[config.mk]
export PLATFORM = sky130hd
export DESIGN_NAME = core_sequencer_clock_watchdog
export DESIGN_NICKNAME = d
export VERILOG_FILES = /design/src/rtl/core_seq_pkg.sv /design/src/rtl/core_sequencer_clock_watchdog.sv
export SDC_FILE = /design/constraint.sdc
export NUM_CORES = 1
export LEC_CHECK = 0
export BUFFER_PORTS_ARGS = -buffer_cell sky130_fd_sc_hd__buf_2
export CAP_MARGIN = 20
export CELL_PAD_IN_SITES_DETAIL_PLACEMENT = 0
export CELL_PAD_IN_SITES_GLOBAL_PLACEMENT = 1
export CORE_MARGIN = 5
export CORE_UTILIZATION = 40
export CTS_BUF_LIST = sky130_fd_sc_hd__clkbuf_16
export DETAILED_ROUTE_END_ITERATION = 16
export PLACE_DENSITY_LB_ADDON = 0.1
export RECOVER_POWER = 100
export SLEW_MARGIN = 20
export SYNTH_ARGS = -nofsm -noshare
export SYNTH_HDL_FRONTEND = slang
export SYNTH_SLANG_ARGS = --single-unit
[constraint.sdc]
create_clock -name i_clk -period 6.2 [get_ports i_clk]
set_input_delay 0.31 -clock i_clk [delete_from_list [all_inputs] [get_ports i_clk]]
set_output_delay 0.31 -clock i_clk [all_outputs]
set_load 0.005 [all_outputs]
[src/rtl/core_seq_pkg.sv]
// Package: constants and types for the core sequencer, clock select and watchdog
package core_seq_pkg;
    localparam logic [31:0] OSC_CONTROL_ADDR   = 32'h0000_0008;
    localparam logic [31:0] PC_CONTROL_ADDR    = 32'h0000_000c;
    localparam logic [31:0] WDT_CONTROL_ADDR   = 32'h0000_0010;
    localparam logic [31:0] STATUS_ADDR        = 32'h0000_0014;
    localparam int          WDT_EN_BIT         = 7;
    localparam int          CLK_SEL_LSB        = 4;
    localparam int          TIMER_ZERO_EN_BIT        = 0;
    localparam logic [7:0]  OSC_CONTROL_RESET  = 8'he0;
    localparam logic [7:0]  OSC_CONTROL_MASK   = 8'hf1;
    localparam int          PC_W               = 10;
    localparam logic [9:0]  RESET_VECTOR       = 10'h000;
    localparam logic [9:0]  INT_VECTOR         = 10'h004;
    localparam int          FOSC_HZ            = 8_000_000;
    localparam int          FWDT_HZ            = 8_000;
    localparam int          CLK_HZ             = 200_000_000;
    localparam int          FOSC_DIV           = CLK_HZ / FOSC_HZ;
    localparam int          FWDT_DIV           = CLK_HZ / FWDT_HZ;
    localparam int          WDT_PERIOD_MS      = 18;
    localparam int          WDT_BASE_TICKS     = WDT_PERIOD_MS * FWDT_HZ / 1000;
    localparam int          PHASES             = 4;
    localparam logic [2:0]  CLK_SEL_WDT        = 3'h0;
    localparam logic [2:0]  CLK_SEL_FOSC1      = 3'h7;
    localparam logic [6:0]  PRESCALE_MAX       = 7'h7f;

    typedef enum logic [2:0] {
        OP_NONE, OP_JUMP, OP_COND_JUMP, OP_CALL, OP_RETURN, OP_PCL_WRITE, OP_WATCHDOG_CLEAR_INSTR, OP_STOP
    } op_kind_t;

    typedef struct packed {
        op_kind_t           kind;
        logic               taken;
        logic [PC_W-1:0]    target;
        logic [7:0]         pcl_value;
    } instr_ev_t;

    typedef struct packed {
        logic               psel;
        logic               penable;
        logic               pwrite;
        logic [31:0]        paddr;
        logic [31:0]        pwdata;
    } apb_req_t;
endpackage : core_seq_pkg

[src/rtl/core_sequencer_clock_watchdog.sv]
// Core sequencer: program counter, phase clock, clock select, watchdog
// Function
// PC increments by one after each fetch unless a transfer loads another address
// Jumps, calls, returns, interrupts and low-byte writes load their own address
// Taken conditional jump discards prefetch and inserts one empty cycle
// Reset sets PC to 0000; interrupt pushes PC+1 and loads 0004
// Low-byte write loads PC[7:0] from data and PC[9:8] from high latch
// Four phases per instruction cycle; phase one increments, phase four fetches
// Fetch overlaps execute; PC-changing instructions take two cycles
// Watchdog runs from its own oscillator tick even when core clock stops
// Watchdog overflow produces a chip reset
// Watchdog off only when configuration option and soft enable are both off
// Base overflow 18 ms; prescaler 1:128 stretches it to about 2.3 s
// Clear and stop instructions zero watchdog and its prescaler when assigned
// Watchdog reset clears the timeout flag
// Software clears the watchdog from the main path, not from handlers
// Main oscillator is internal RC at nominal 8 MHz
// Control bit 7 enables the watchdog, reset value 1
// Bits 6..4 choose core clock: watchdog osc or main osc divided 64..1
// Control bit 0 enables timer zero, reset value 0
// At 8 MHz one-cycle instruction takes 500 ns, two-cycle 1 us
// One shared prescaler serves timer zero or watchdog, ratio 1:1 to 1:128
// Phase generator is clocked by the selected core clock
//
// The APB register port was chosen for this implementation.
`timescale 1ns/10ps
module core_sequencer_clock_watchdog
    import core_seq_pkg::*;
(
    input  wire logic               i_clk,
    input  wire logic               i_rstn,
    input  wire logic               i_psel,
    input  wire logic               i_penable,
    input  wire logic               i_pwrite,
    input  wire logic [31:0]        i_paddr,
    input  wire logic [31:0]        i_pwdata,
    output logic      [31:0]        o_prdata,
    output logic                    o_pready,
    output logic                    o_pslverr,
    input  wire logic               i_cfg_wdt_enable,
    input  wire logic               i_instr_valid,
    input  wire instr_ev_t          i_instr,
    input  wire logic               i_irq,
    input  wire logic [PC_W-1:0]    i_stack_top,
    input  wire logic               i_prescaler_assign,
    input  wire logic [2:0]         i_prescale_sel,
    output logic      [PC_W-1:0]    o_pc,
    output logic      [PC_W-1:0]    o_push_value,
    output logic                    o_push,
    output logic      [1:0]         o_phase,
    output logic                    o_fetch,
    output logic                    o_exec_valid,
    output logic                    o_core_tick,
    output logic                    o_timer0_enable,
    output logic                    o_chip_reset,
    output logic                    o_timeout_flag,
    output logic                    o_sleeping
);
    localparam int          WDT_CNT_W = $clog2(WDT_BASE_TICKS + 1);
    localparam logic [WDT_CNT_W-1:0] WDT_LAST = WDT_CNT_W'(WDT_BASE_TICKS - 1);

    typedef enum logic [1:0] {SEQ_RUN, SEQ_FLUSH, SEQ_SLEEP} seq_state_t;

    function automatic logic [6:0] div_last(input logic [2:0] sel);
        case (sel)
            3'h1:    div_last = 7'h3f;
            3'h2:    div_last = 7'h1f;
            3'h3:    div_last = 7'h0f;
            3'h4:    div_last = 7'h07;
            3'h5:    div_last = 7'h03;
            3'h6:    div_last = 7'h01;
            default: div_last = 7'h00;
        endcase
    endfunction : div_last

    function automatic logic [6:0] prescale_last(input logic [2:0] sel);
        prescale_last = 7'((8'h01 << sel) - 8'h01);
    endfunction : prescale_last

    logic                   rst_meta_r;
    logic                   rst_sync_r;
    logic                   rst_n;
    logic                   wdt_rst_r;
    logic [7:0]             osc_control_r;
    logic [1:0]             pc_high_latch_r;
    logic [PC_W-1:0]        pc_r;
    logic [PC_W-1:0]        pc_nxt;
    logic [1:0]             phase_r;
    seq_state_t             state_r;
    logic [7:0]             fosc_cnt_r;
    logic                   fosc_tick;
    logic [15:0]            fwdt_cnt_r;
    logic                   fwdt_tick;
    logic [6:0]             core_div_r;
    logic                   core_tick;
    logic [WDT_CNT_W-1:0]   wdt_cnt_r;
    logic [6:0]             wdt_pre_r;
    logic                   wdt_active;
    logic                   wdt_clear;
    logic                   wdt_overflow;
    logic                   timeout_r;
    logic                   apb_access;
    logic                   transfer;

    // Reset release through two stages
    always_ff @(posedge i_clk or negedge i_rstn) begin
        if (!i_rstn) begin
            rst_meta_r <= 1'b0;
            rst_sync_r <= 1'b0;
        end else begin
            rst_meta_r <= 1'b1;
            rst_sync_r <= rst_meta_r;
        end
    end
    assign rst_n = rst_sync_r & ~wdt_rst_r;

    // Main RC oscillator and watchdog oscillator ticks
    always_ff @(posedge i_clk or negedge rst_sync_r) begin
        if (!rst_sync_r) begin
            fosc_cnt_r <= 8'h00;
            fwdt_cnt_r <= 16'h0000;
        end else begin
            fosc_cnt_r <= fosc_tick ? 8'h00 : fosc_cnt_r + 8'h01;
            fwdt_cnt_r <= fwdt_tick ? 16'h0000 : fwdt_cnt_r + 16'h0001;
        end
    end
    assign fosc_tick = fosc_cnt_r == 8'(FOSC_DIV - 1);
    assign fwdt_tick = fwdt_cnt_r == 16'(FWDT_DIV - 1);

    // Core clock divider chosen by the select field
    always_ff @(posedge i_clk or negedge rst_n) begin
        if (!rst_n) begin
            core_div_r <= 7'h00;
        end else if (osc_control_r[CLK_SEL_LSB +: 3] != CLK_SEL_WDT && fosc_tick) begin
            core_div_r <= (core_div_r >= div_last(osc_control_r[CLK_SEL_LSB +: 3]))
                          ? 7'h00 : core_div_r + 7'h01;
        end
    end
    assign core_tick = (osc_control_r[CLK_SEL_LSB +: 3] == CLK_SEL_WDT) ? fwdt_tick
                     : fosc_tick
                       && core_div_r >= div_last(osc_control_r[CLK_SEL_LSB +: 3]);

    // APB register access
    assign apb_access = i_psel && i_penable;
    always_ff @(posedge i_clk or negedge rst_n) begin
        if (!rst_n) begin
            osc_control_r   <= OSC_CONTROL_RESET;
            pc_high_latch_r <= 2'h0;
            o_prdata        <= 32'h0000_0000;
            o_pready        <= 1'b0;
            o_pslverr       <= 1'b0;
        end else begin
            o_pready  <= i_psel && !i_penable;
            o_pslverr <= 1'b0;
            if (i_psel && !i_penable) begin
                o_prdata <= 32'h0000_0000;
                case (i_paddr)
                    OSC_CONTROL_ADDR: o_prdata <= {24'h0, osc_control_r};
                    PC_CONTROL_ADDR:  o_prdata <= {20'h0, pc_high_latch_r, pc_r};
                    STATUS_ADDR:      o_prdata <= {27'h0, state_r == SEQ_SLEEP,
                                                   timeout_r, phase_r, wdt_active};
                    WDT_CONTROL_ADDR: o_prdata <= {25'h0, wdt_pre_r};
                    default:          o_pslverr <= 1'b1;
                endcase
                if (i_paddr != OSC_CONTROL_ADDR && i_paddr != PC_CONTROL_ADDR
                    && i_paddr != STATUS_ADDR && i_paddr != WDT_CONTROL_ADDR) begin
                    o_pslverr <= 1'b1;
                end else begin
                    o_pslverr <= 1'b0;
                end
            end
            if (apb_access && o_pready && i_pwrite) begin
                if (i_paddr == OSC_CONTROL_ADDR) begin
                    osc_control_r <= i_pwdata[7:0] & OSC_CONTROL_MASK;
                end
                if (i_paddr == PC_CONTROL_ADDR) begin
                    pc_high_latch_r <= i_pwdata[PC_W+1:PC_W];
                end
            end
        end
    end

    // Control transfer decode
    assign transfer = i_instr_valid && (i_instr.kind == OP_JUMP || i_instr.kind == OP_CALL
                   || i_instr.kind == OP_RETURN || i_instr.kind == OP_PCL_WRITE
                   || (i_instr.kind == OP_COND_JUMP && i_instr.taken));

    always_comb begin
        pc_nxt = pc_r + 10'h001;
        if (i_irq) begin
            pc_nxt = INT_VECTOR;
        end else if (transfer) begin
            case (i_instr.kind)
                OP_RETURN:    pc_nxt = i_stack_top;
                OP_PCL_WRITE: pc_nxt = {pc_high_latch_r, i_instr.pcl_value};
                default:      pc_nxt = i_instr.target;
            endcase
        end
    end

    // Four-phase sequencer on the core clock
    always_ff @(posedge i_clk or negedge rst_n) begin
        if (!rst_n) begin
            pc_r         <= RESET_VECTOR;
            phase_r      <= 2'h0;
            state_r      <= SEQ_RUN;
            o_fetch      <= 1'b0;
            o_exec_valid <= 1'b0;
            o_push       <= 1'b0;
            o_push_value <= RESET_VECTOR;
        end else begin
            o_fetch <= 1'b0;
            o_push  <= 1'b0;
            if (core_tick && state_r != SEQ_SLEEP) begin
                phase_r <= phase_r + 2'h1;
                if (phase_r == 2'(PHASES - 1)) begin
                    o_fetch <= 1'b1;
                    case (state_r)
                        SEQ_RUN: begin
                            o_exec_valid <= !(transfer || i_irq);
                            if (i_irq) begin
                                o_push       <= 1'b1;
                                o_push_value <= pc_r + 10'h001;
                            end
                            if (transfer || i_irq) begin
                                pc_r    <= pc_nxt;
                                state_r <= SEQ_FLUSH;
                            end else if (i_instr_valid && i_instr.kind == OP_STOP) begin
                                state_r <= SEQ_SLEEP;
                            end
                        end
                        SEQ_FLUSH: begin
                            o_exec_valid <= 1'b1;
                            state_r      <= SEQ_RUN;
                        end
                        default: state_r <= SEQ_RUN;
                    endcase
                end else if (phase_r == 2'h0 && state_r == SEQ_RUN) begin
                    pc_r <= pc_r + 10'h001;
                end
            end
        end
    end

    // Watchdog counter and prescaler
    assign wdt_active   = i_cfg_wdt_enable || osc_control_r[WDT_EN_BIT];
    assign wdt_clear    = i_instr_valid && core_tick && phase_r == 2'(PHASES - 1)
                       && state_r == SEQ_RUN
                       && (i_instr.kind == OP_WATCHDOG_CLEAR_INSTR || i_instr.kind == OP_STOP);
    assign wdt_overflow = wdt_active && fwdt_tick && wdt_cnt_r == WDT_LAST
                       && (!i_prescaler_assign || wdt_pre_r >= prescale_last(i_prescale_sel));
    always_ff @(posedge i_clk or negedge rst_n) begin
        if (!rst_n) begin
            wdt_cnt_r <= '0;
            wdt_pre_r <= 7'h00;
        end else if (wdt_clear) begin
            wdt_cnt_r <= '0;
            if (i_prescaler_assign) begin
                wdt_pre_r <= 7'h00;
            end
        end else if (wdt_active && fwdt_tick) begin
            wdt_cnt_r <= (wdt_cnt_r == WDT_LAST) ? '0
                         : wdt_cnt_r + WDT_CNT_W'(1);
            if (wdt_cnt_r == WDT_LAST && i_prescaler_assign) begin
                wdt_pre_r <= (wdt_pre_r >= prescale_last(i_prescale_sel))
                             ? 7'h00 : wdt_pre_r + 7'h01;
            end
        end
    end

    // Overflow reset pulse and timeout flag survive the chip reset
    always_ff @(posedge i_clk or negedge rst_sync_r) begin
        if (!rst_sync_r) begin
            wdt_rst_r <= 1'b0;
            timeout_r <= 1'b1;
        end else begin
            wdt_rst_r <= wdt_overflow;
            if (wdt_overflow) begin
                timeout_r <= 1'b0;
            end else if (wdt_clear) begin
                timeout_r <= 1'b1;
            end
        end
    end

    always_ff @(posedge i_clk or negedge rst_sync_r) begin
        if (!rst_sync_r) begin
            o_chip_reset    <= 1'b0;
            o_timeout_flag  <= 1'b1;
            o_timer0_enable <= 1'b0;
            o_core_tick     <= 1'b0;
            o_pc            <= RESET_VECTOR;
            o_phase         <= 2'h0;
            o_sleeping      <= 1'b0;
        end else begin
            o_chip_reset    <= wdt_rst_r;
            o_timeout_flag  <= timeout_r;
            o_timer0_enable <= osc_control_r[TIMER_ZERO_EN_BIT];
            o_core_tick     <= core_tick;
            o_pc            <= pc_r;
            o_phase         <= phase_r;
            o_sleeping      <= state_r == SEQ_SLEEP;
        end
    end
endmodule : core_sequencer_clock_watchdog

=== Yosys cells after proc, flatten, opt, wreduce, memory -nomap -nowiden ===
Cells that the tools add are included.

* $add $sub $neg: 8
* Multipliers: 0
* Div/mod/pow operators: 0
* $lt $le $gt $ge: 3
* Eq/ne operators: 32
* Shift operators: 1
* Mux-type cells: 36
* Bitwise operators: 2
* Reduce and logical (&&, ||, !) cells: 49

{| class="wikitable"
|+ Operator list
! operator !! count
|-
| $eq A32 B4 Y1 const B || 2
|-
| $eq A32 B5 Y1 const B || 2
|-
| $ne A32 B4 Y1 const B || 2
|-
| $ne A32 B5 Y1 const B || 2
|-
| $mux W10 || 6
|-
| $mux W7 || 7
|-
| $pmux W12 S4 || 1
|-
| $pmux W6 S6 || 1
|-
| $mux W8 || 4
|-
| $logic_and A1 B1 Y1 || 22
|-
| $eq A3 B3 Y1 const B || 7
|-
| $ge A7 B7 Y1 || 3
|-
| $pmux W10 S2 || 1
|-
| $add A16 B1 Y16 const B || 1
|-
| $add A8 B1 Y8 const B || 2
|-
| $eq A16 B15 Y1 const B || 1
|-
| $mux W16 || 1
|-
| $add A7 B1 Y7 const B || 2
|-
| $eq A3 B2 Y1 const B || 4
|-
| $mux W1 || 11
|-
| $add A10 B1 Y10 const B || 1
|-
| $reduce_bool A2 Y1 || 5
|-
| $reduce_and A3 Y1 || 3
|-
| $eq A8 B5 Y1 const B || 1
|-
| other kinds (20) || 39
|}

* Flip-flop bits (word level): 135
* Bits in latches: 0
* Bits in writable memories: 0
* Memory bits (read-only): 0
* Output and inout port bits: 64
* Word-level logic and storage cells: 159
* Memories: 0

=== Depth between registers and ports, before layout ===
* Word-level depth: 11
* Depth in mapped cells: 12
* Depth with buffers taken out: 9

=== Least setup slack after synthesis ===
No wires, ideal clock.

* Path kind: reg2reg
* From: register osc_control_r[5]
* To: register pc_r[3]
* Setup time: 0.125 ns
* Data arrival time: 2.736 ns
* Data required time: 6.075 ns
* Slack: 3.339 ns
* Stages on the path, launching flop included: 12
* Buffers on the path: 2
* Period minus slack after synthesis: 2.861 ns
* Cells stage by stage: dfstp_2 > clkbuf_1 > xor2_1 > nand2b_1 > ha_1 > a21o_1 > a211o_1 > a41o_1 > a22o_4 > buf_6 > nand2_4 > mux2_2

* Word-level cells in the longest chain between the ends: 7
* Elaborated cells on any way between the ends: 13
* Those cells by class: 1 x order compare; 6 x eq/ne; 2 x mux; 4 x reduce/logical

{| class="wikitable"
|+ Ends and longest elaborated chain
! element !! RTL line !! text
|-
| start: declaration || core_sequencer_clock_watchdog.sv:84 || <nowiki>logic [7:0] osc_control_r;</nowiki>
|-
| start signal: assignment || core_sequencer_clock_watchdog.sv:174 || <nowiki>osc_control_r <= i_pwdata[7:0] & OSC_CONTROL_MASK;</nowiki>
|-
| $eq A3 B3 Y1, or another cell as far along || core_sequencer_clock_watchdog.sv:65 || <nowiki>case (sel)</nowiki>
|-
| $pmux W6 S6 || core_sequencer_clock_watchdog.sv:65 ||
|-
| $ge A7 B7 Y1 || core_sequencer_clock_watchdog.sv:141 || <nowiki>&& core_div_r >= div_last(osc_control_r[CLK_SEL_LSB +: 3]);</nowiki>
|-
| $logic_and A1 B1 Y1 || core_sequencer_clock_watchdog.sv:141 ||
|-
| $mux W1 * || core_sequencer_clock_watchdog.sv:139 || <nowiki>assign core_tick = (osc_control_r[CLK_SEL_LSB +: 3] == CLK_SEL_WDT) ? fwdt_tick</nowiki>
|-
| $logic_and A1 B1 Y1 * || core_sequencer_clock_watchdog.sv:214 || <nowiki>if (core_tick && state_r != SEQ_SLEEP) begin</nowiki>
|-
| $reduce_and A4 Y1 (no source line) * || -- ||
|-
| end signal: assignment || core_sequencer_clock_watchdog.sv:226 || <nowiki>pc_r <= pc_nxt;</nowiki>
|-
| end signal: assignment || core_sequencer_clock_watchdog.sv:239 || <nowiki>pc_r <= pc_r + 10'h001;</nowiki>
|-
| end: declaration || core_sequencer_clock_watchdog.sv:86 || <nowiki>logic [PC_W-1:0] pc_r;</nowiki>
|}

Every way passes the cells marked *; elsewhere a longest branch is shown, timed or not.
A chain may end at the register's enable or synchronous reset.

=== Final worst setup path ===
* From: register fwdt_cnt_r[9]
* To: register o_push_value[9]

* Word-level cells in the longest chain between the ends: 4

{| class="wikitable"
|+ Ends and longest elaborated chain
! element !! RTL line !! text
|-
| start: declaration || core_sequencer_clock_watchdog.sv:92 || <nowiki>logic [15:0] fwdt_cnt_r;</nowiki>
|-
| start signal: assignment || core_sequencer_clock_watchdog.sv:124 || <nowiki>fwdt_cnt_r <= fwdt_tick ? 16'h0000 : fwdt_cnt_r + 16'h0001;</nowiki>
|-
| $eq A16 B15 Y1 || core_sequencer_clock_watchdog.sv:128 || <nowiki>assign fwdt_tick = fwdt_cnt_r == 16'(FWDT_DIV - 1);</nowiki>
|-
| $mux W1 || core_sequencer_clock_watchdog.sv:139 ||
|-
| $logic_and A1 B1 Y1 || core_sequencer_clock_watchdog.sv:214 ||
|-
| $reduce_and A4 Y1 (no source line) || -- ||
|-
| end signal: assignment || core_sequencer_clock_watchdog.sv:223 || <nowiki>o_push_value <= pc_r + 10'h001;</nowiki>
|-
| end: declaration || core_sequencer_clock_watchdog.sv:48 || <nowiki>output logic [PC_W-1:0] o_push_value,</nowiki>
|}

Every way passes these cells.

==> results.ini <==
[status]
outcome = complete, but fails checks
violations = max-capacitance violations, max-slew violations

[worst_setup_path]
reg2reg_slack_ns = 2.10
cp-start-kind = flip-flop
path_class = flip-flop to flip-flop
cp-end-kind = flip-flop
timing.rr.end = o_push_value[9]
reg2reg_from = fwdt_cnt_r[9]
cp_data_arrival_time_ns = 4.39
crit_required_ns = 6.49
reg2reg_depth = 6
path_max_fanout = 21

[hold_path]
whs_path_depth = 2
hold_path_end = osc_control_r[0]
hold_path.class = primary input to flip-flop
hold_start = i_pwdata[0]

[yosys]
synthFlopType = dfrtp_1
synth_top_cell_by_area = dfrtp_1
synth.distinct_cells = 66
synth.ff_latch_count = 115
synth-seq-area-share_pct = 46.73
synthCells = 634
ys_top_cells_by_count = 110 x dfrtp_1, 63 x nand2_1, 50 x nor2_1, 40 x nand3_1, 35 x a21oi_1
syn_avg_cell_area_um2 = 9.735
async_flop_share_pct = 100.0
synth_top_area_share_pct = 44.60
synth.most_common_cell = dfrtp_1
synth_edf_count = 0
synth_warnings = 0
netlist_top_cells_area = dfrtp_1 45%, ha_1 4.5%, nand2_1 3.8%, nand3_1 3.2%, mux2_2 3.1%
syn_area_um2 = 6172

[finish]
antenna_cells = 0
fin_util_pct = 48.87
fillers = 1447
drive_gt1_share_pct = 20.59
regArea_um2 = 2885
multi_input_area_um2 = 3005
area_growth_pct = 19.93
num-nets-final = 894

[drt]
first_pass_iters = 4
drcViolationCount = 0
ant_nets = 0
drt-initial-drc-count = 209
wl_um = 15380
avgViaCountPerCell = 5.163
post_drt_wl_per_cell_um = 15.94
vias = 4982

[global_routing]
grt_pass1_vias = 5026
grt-ovfl-total = 0
grt_first_pass_wirelength_um = 25240
antenna_found_initial = 0
grt.total_usage_pct = 17.54
grt_max_degree = 71

[timing]
fin_crit_sh_pct = 66.08
whs_ns = 0.1347
setup_viol = 0
rsz0062_at_grt = false
finalCriticalPeriod_ns = 4.097
fmax_mhz = 244.1
final_max_slew_viol_count = 45
finalHoldViolations = 0
tightestPinTransition_ns = 2.523
fin_setup_tns_ns = 0
fin_worst_skew_ns = 0.01019
slew_headroom_pct = -68.20

[power]
p_int_w = 0.001369
power.density_nw_per_um2 = 238.8
power_switching_w = 0.0003985
comb_power_share_pct = 4.5
power_leakage_nw = 3.654
p_sw_share_pct = 22.55
seq_power_share_pct = 42.6
p_clk_share_pct = 52.9
ir_worst_vdd_v = 0.0001989

[clock_network]
cts_max_level = 4
numClockSinks = 115
cts_buffer_depth = 2
root_buffer = clkbuf_16
clk_pin_slew_ns = 0.06
cts_tree = built
numCtsBuffers = 17
cts_resized = 0
clk-insertion-delay-late_ns = 0.41

[placement]
io_buffer_count = 126
place_hpwl_um = 11510
routabilityCongestion = 0.8301

[floorplan]
die_area_um2 = 18020
rows = 45
start_util_pct = 40.75
io_pins = 172
core_area_um2 = 15150
dieWidth_um = 134.2
fp.dieH_um = 134.2

[flow_run]
drv_cap = 1

power groups by stage:
stage / clock [W] / combinational (W) / sequential, W
2_1_floorplan: 0 / 0.0000437 / 0.000770
3_3_place_gp: 0 / 0.0000780 / 0.000766
3_5_place_dp: 0 / 0.0000805 / 0.000766
4_1_cts: 0.000958 / 0.0000814 / 0.000753
5_1_grt: 0.000999 / 0.0000925 / 0.000753
6_report: 0.000936 / 0.0000790 / 0.000753
layout make-up:
cell class	count	share of cell area, %
inverters	20	1.014
well taps	188	3.178
clock buffers	17	5.747
flip-flops and latches	115	38.98
multi-input cells	479	40.60
clock inverters	15	1.944
repair buffers	131	8.536
critical path: stages, from the launching register on:
cell     delay (ns)
dfrtp_1        0.43
or4_1          0.56
or3_2          0.46
nor3_1         0.57
a22o_1         0.77
nand4_1        0.69
mux2_2         0.49
cell usage in the layout (no fill, tap or decap), drive strengths merged, types with 8 or more instances in the layout:
cell type / n
dfrtp: 110
buf: 101
nand2: 64
nor2: 50
clkbuf: 46
nand3: 40
a21oi: 35
o21ai: 28
ha: 22
inv: 21
conb: 21
mux2: 17
xor2: 16
and3: 16
nand2b: 15
xnor2: 15
mux2i: 15
nor4: 11
nor3: 10
o22ai: 9
clkinv: 9
nor2b: 8
a22o: 8
a31oi: 8
or3: 8
cells by family after synthesis:
kind of cell	after synthesis	synth area share (%)
AND/OR/NAND/NOR	245	20.25
AO/OA/AOI/OAI	128	13.48
flip-flops	115	46.73
buffers and inverters	59	5.027
multiplexers	32	5.534
XOR/XNOR	31	4.399
adder cells (fa/ha/maj)	22	4.460
other	2	0.1217
stage by stage:
step | instance area [µm²] | worst slack (ns) | power (W) | cells
after CTS | 7492 | 3.155 | 0.001792 | 965
after detailed placement | 6913 | 3.171 | 0.0008466 | 932
after floorplan | 6243 | 0.5660 | 0.0008137 | 653
after global routing | 7402 | 1.887 | 0.001844 | 965
after global placement | 6913 | 3.210 | 0.0008441 | 932
final | 7402 | 2.103 | 0.001768 | 965
flip-flops by register name, summed over array words and instances, names as in the netlist, 2 cells and up:
register / flops
osc_control_r: 5
o_phase: 2
core_div_r: 7
pc_high_latch_r: 2
fosc_cnt_r: 8
phase_r: 2
o_prdata: 12
pc_r: 10
state_r: 2
wdt_pre_r: 7
o_pc: 10
o_push_value: 10
wdt_cnt_r: 8
fwdt_cnt_r: 16
what timing repair did:
| item | CTS | global route |
|---|---|---|
| hold buffers | 1 | 0 |
| endpoints found under the hold margin | 2 | 0 |
| buffers inserted | 0 | 0 |
layer usage:
metal,vias up,track usage [%],routed length (µm)
li1,2489,-,-
met2,116,28.99,7579
met4,0,5.430,140
met1,2369,22.65,7039
met5,-,0,0
met3,8,4.539,619
worst max path at each step:
stage,start,to,slack [ns],depth (start not counted)
global route,fwdt_cnt_r[9],o_push_value[2],1.89,6
finish,fwdt_cnt_r[9],o_push_value[9],2.10,6
global placement,osc_control_r[4],o_push_value[8],3.21,9
floorplan,rst_sync_r,core_div_r[0],0.57,1
detailed placement,osc_control_r[4],wdt_cnt_r[1],3.17,9
CTS,osc_control_r[4],wdt_cnt_r[1],3.16,9
Note: power is estimated with default switching activity, not from simulation.
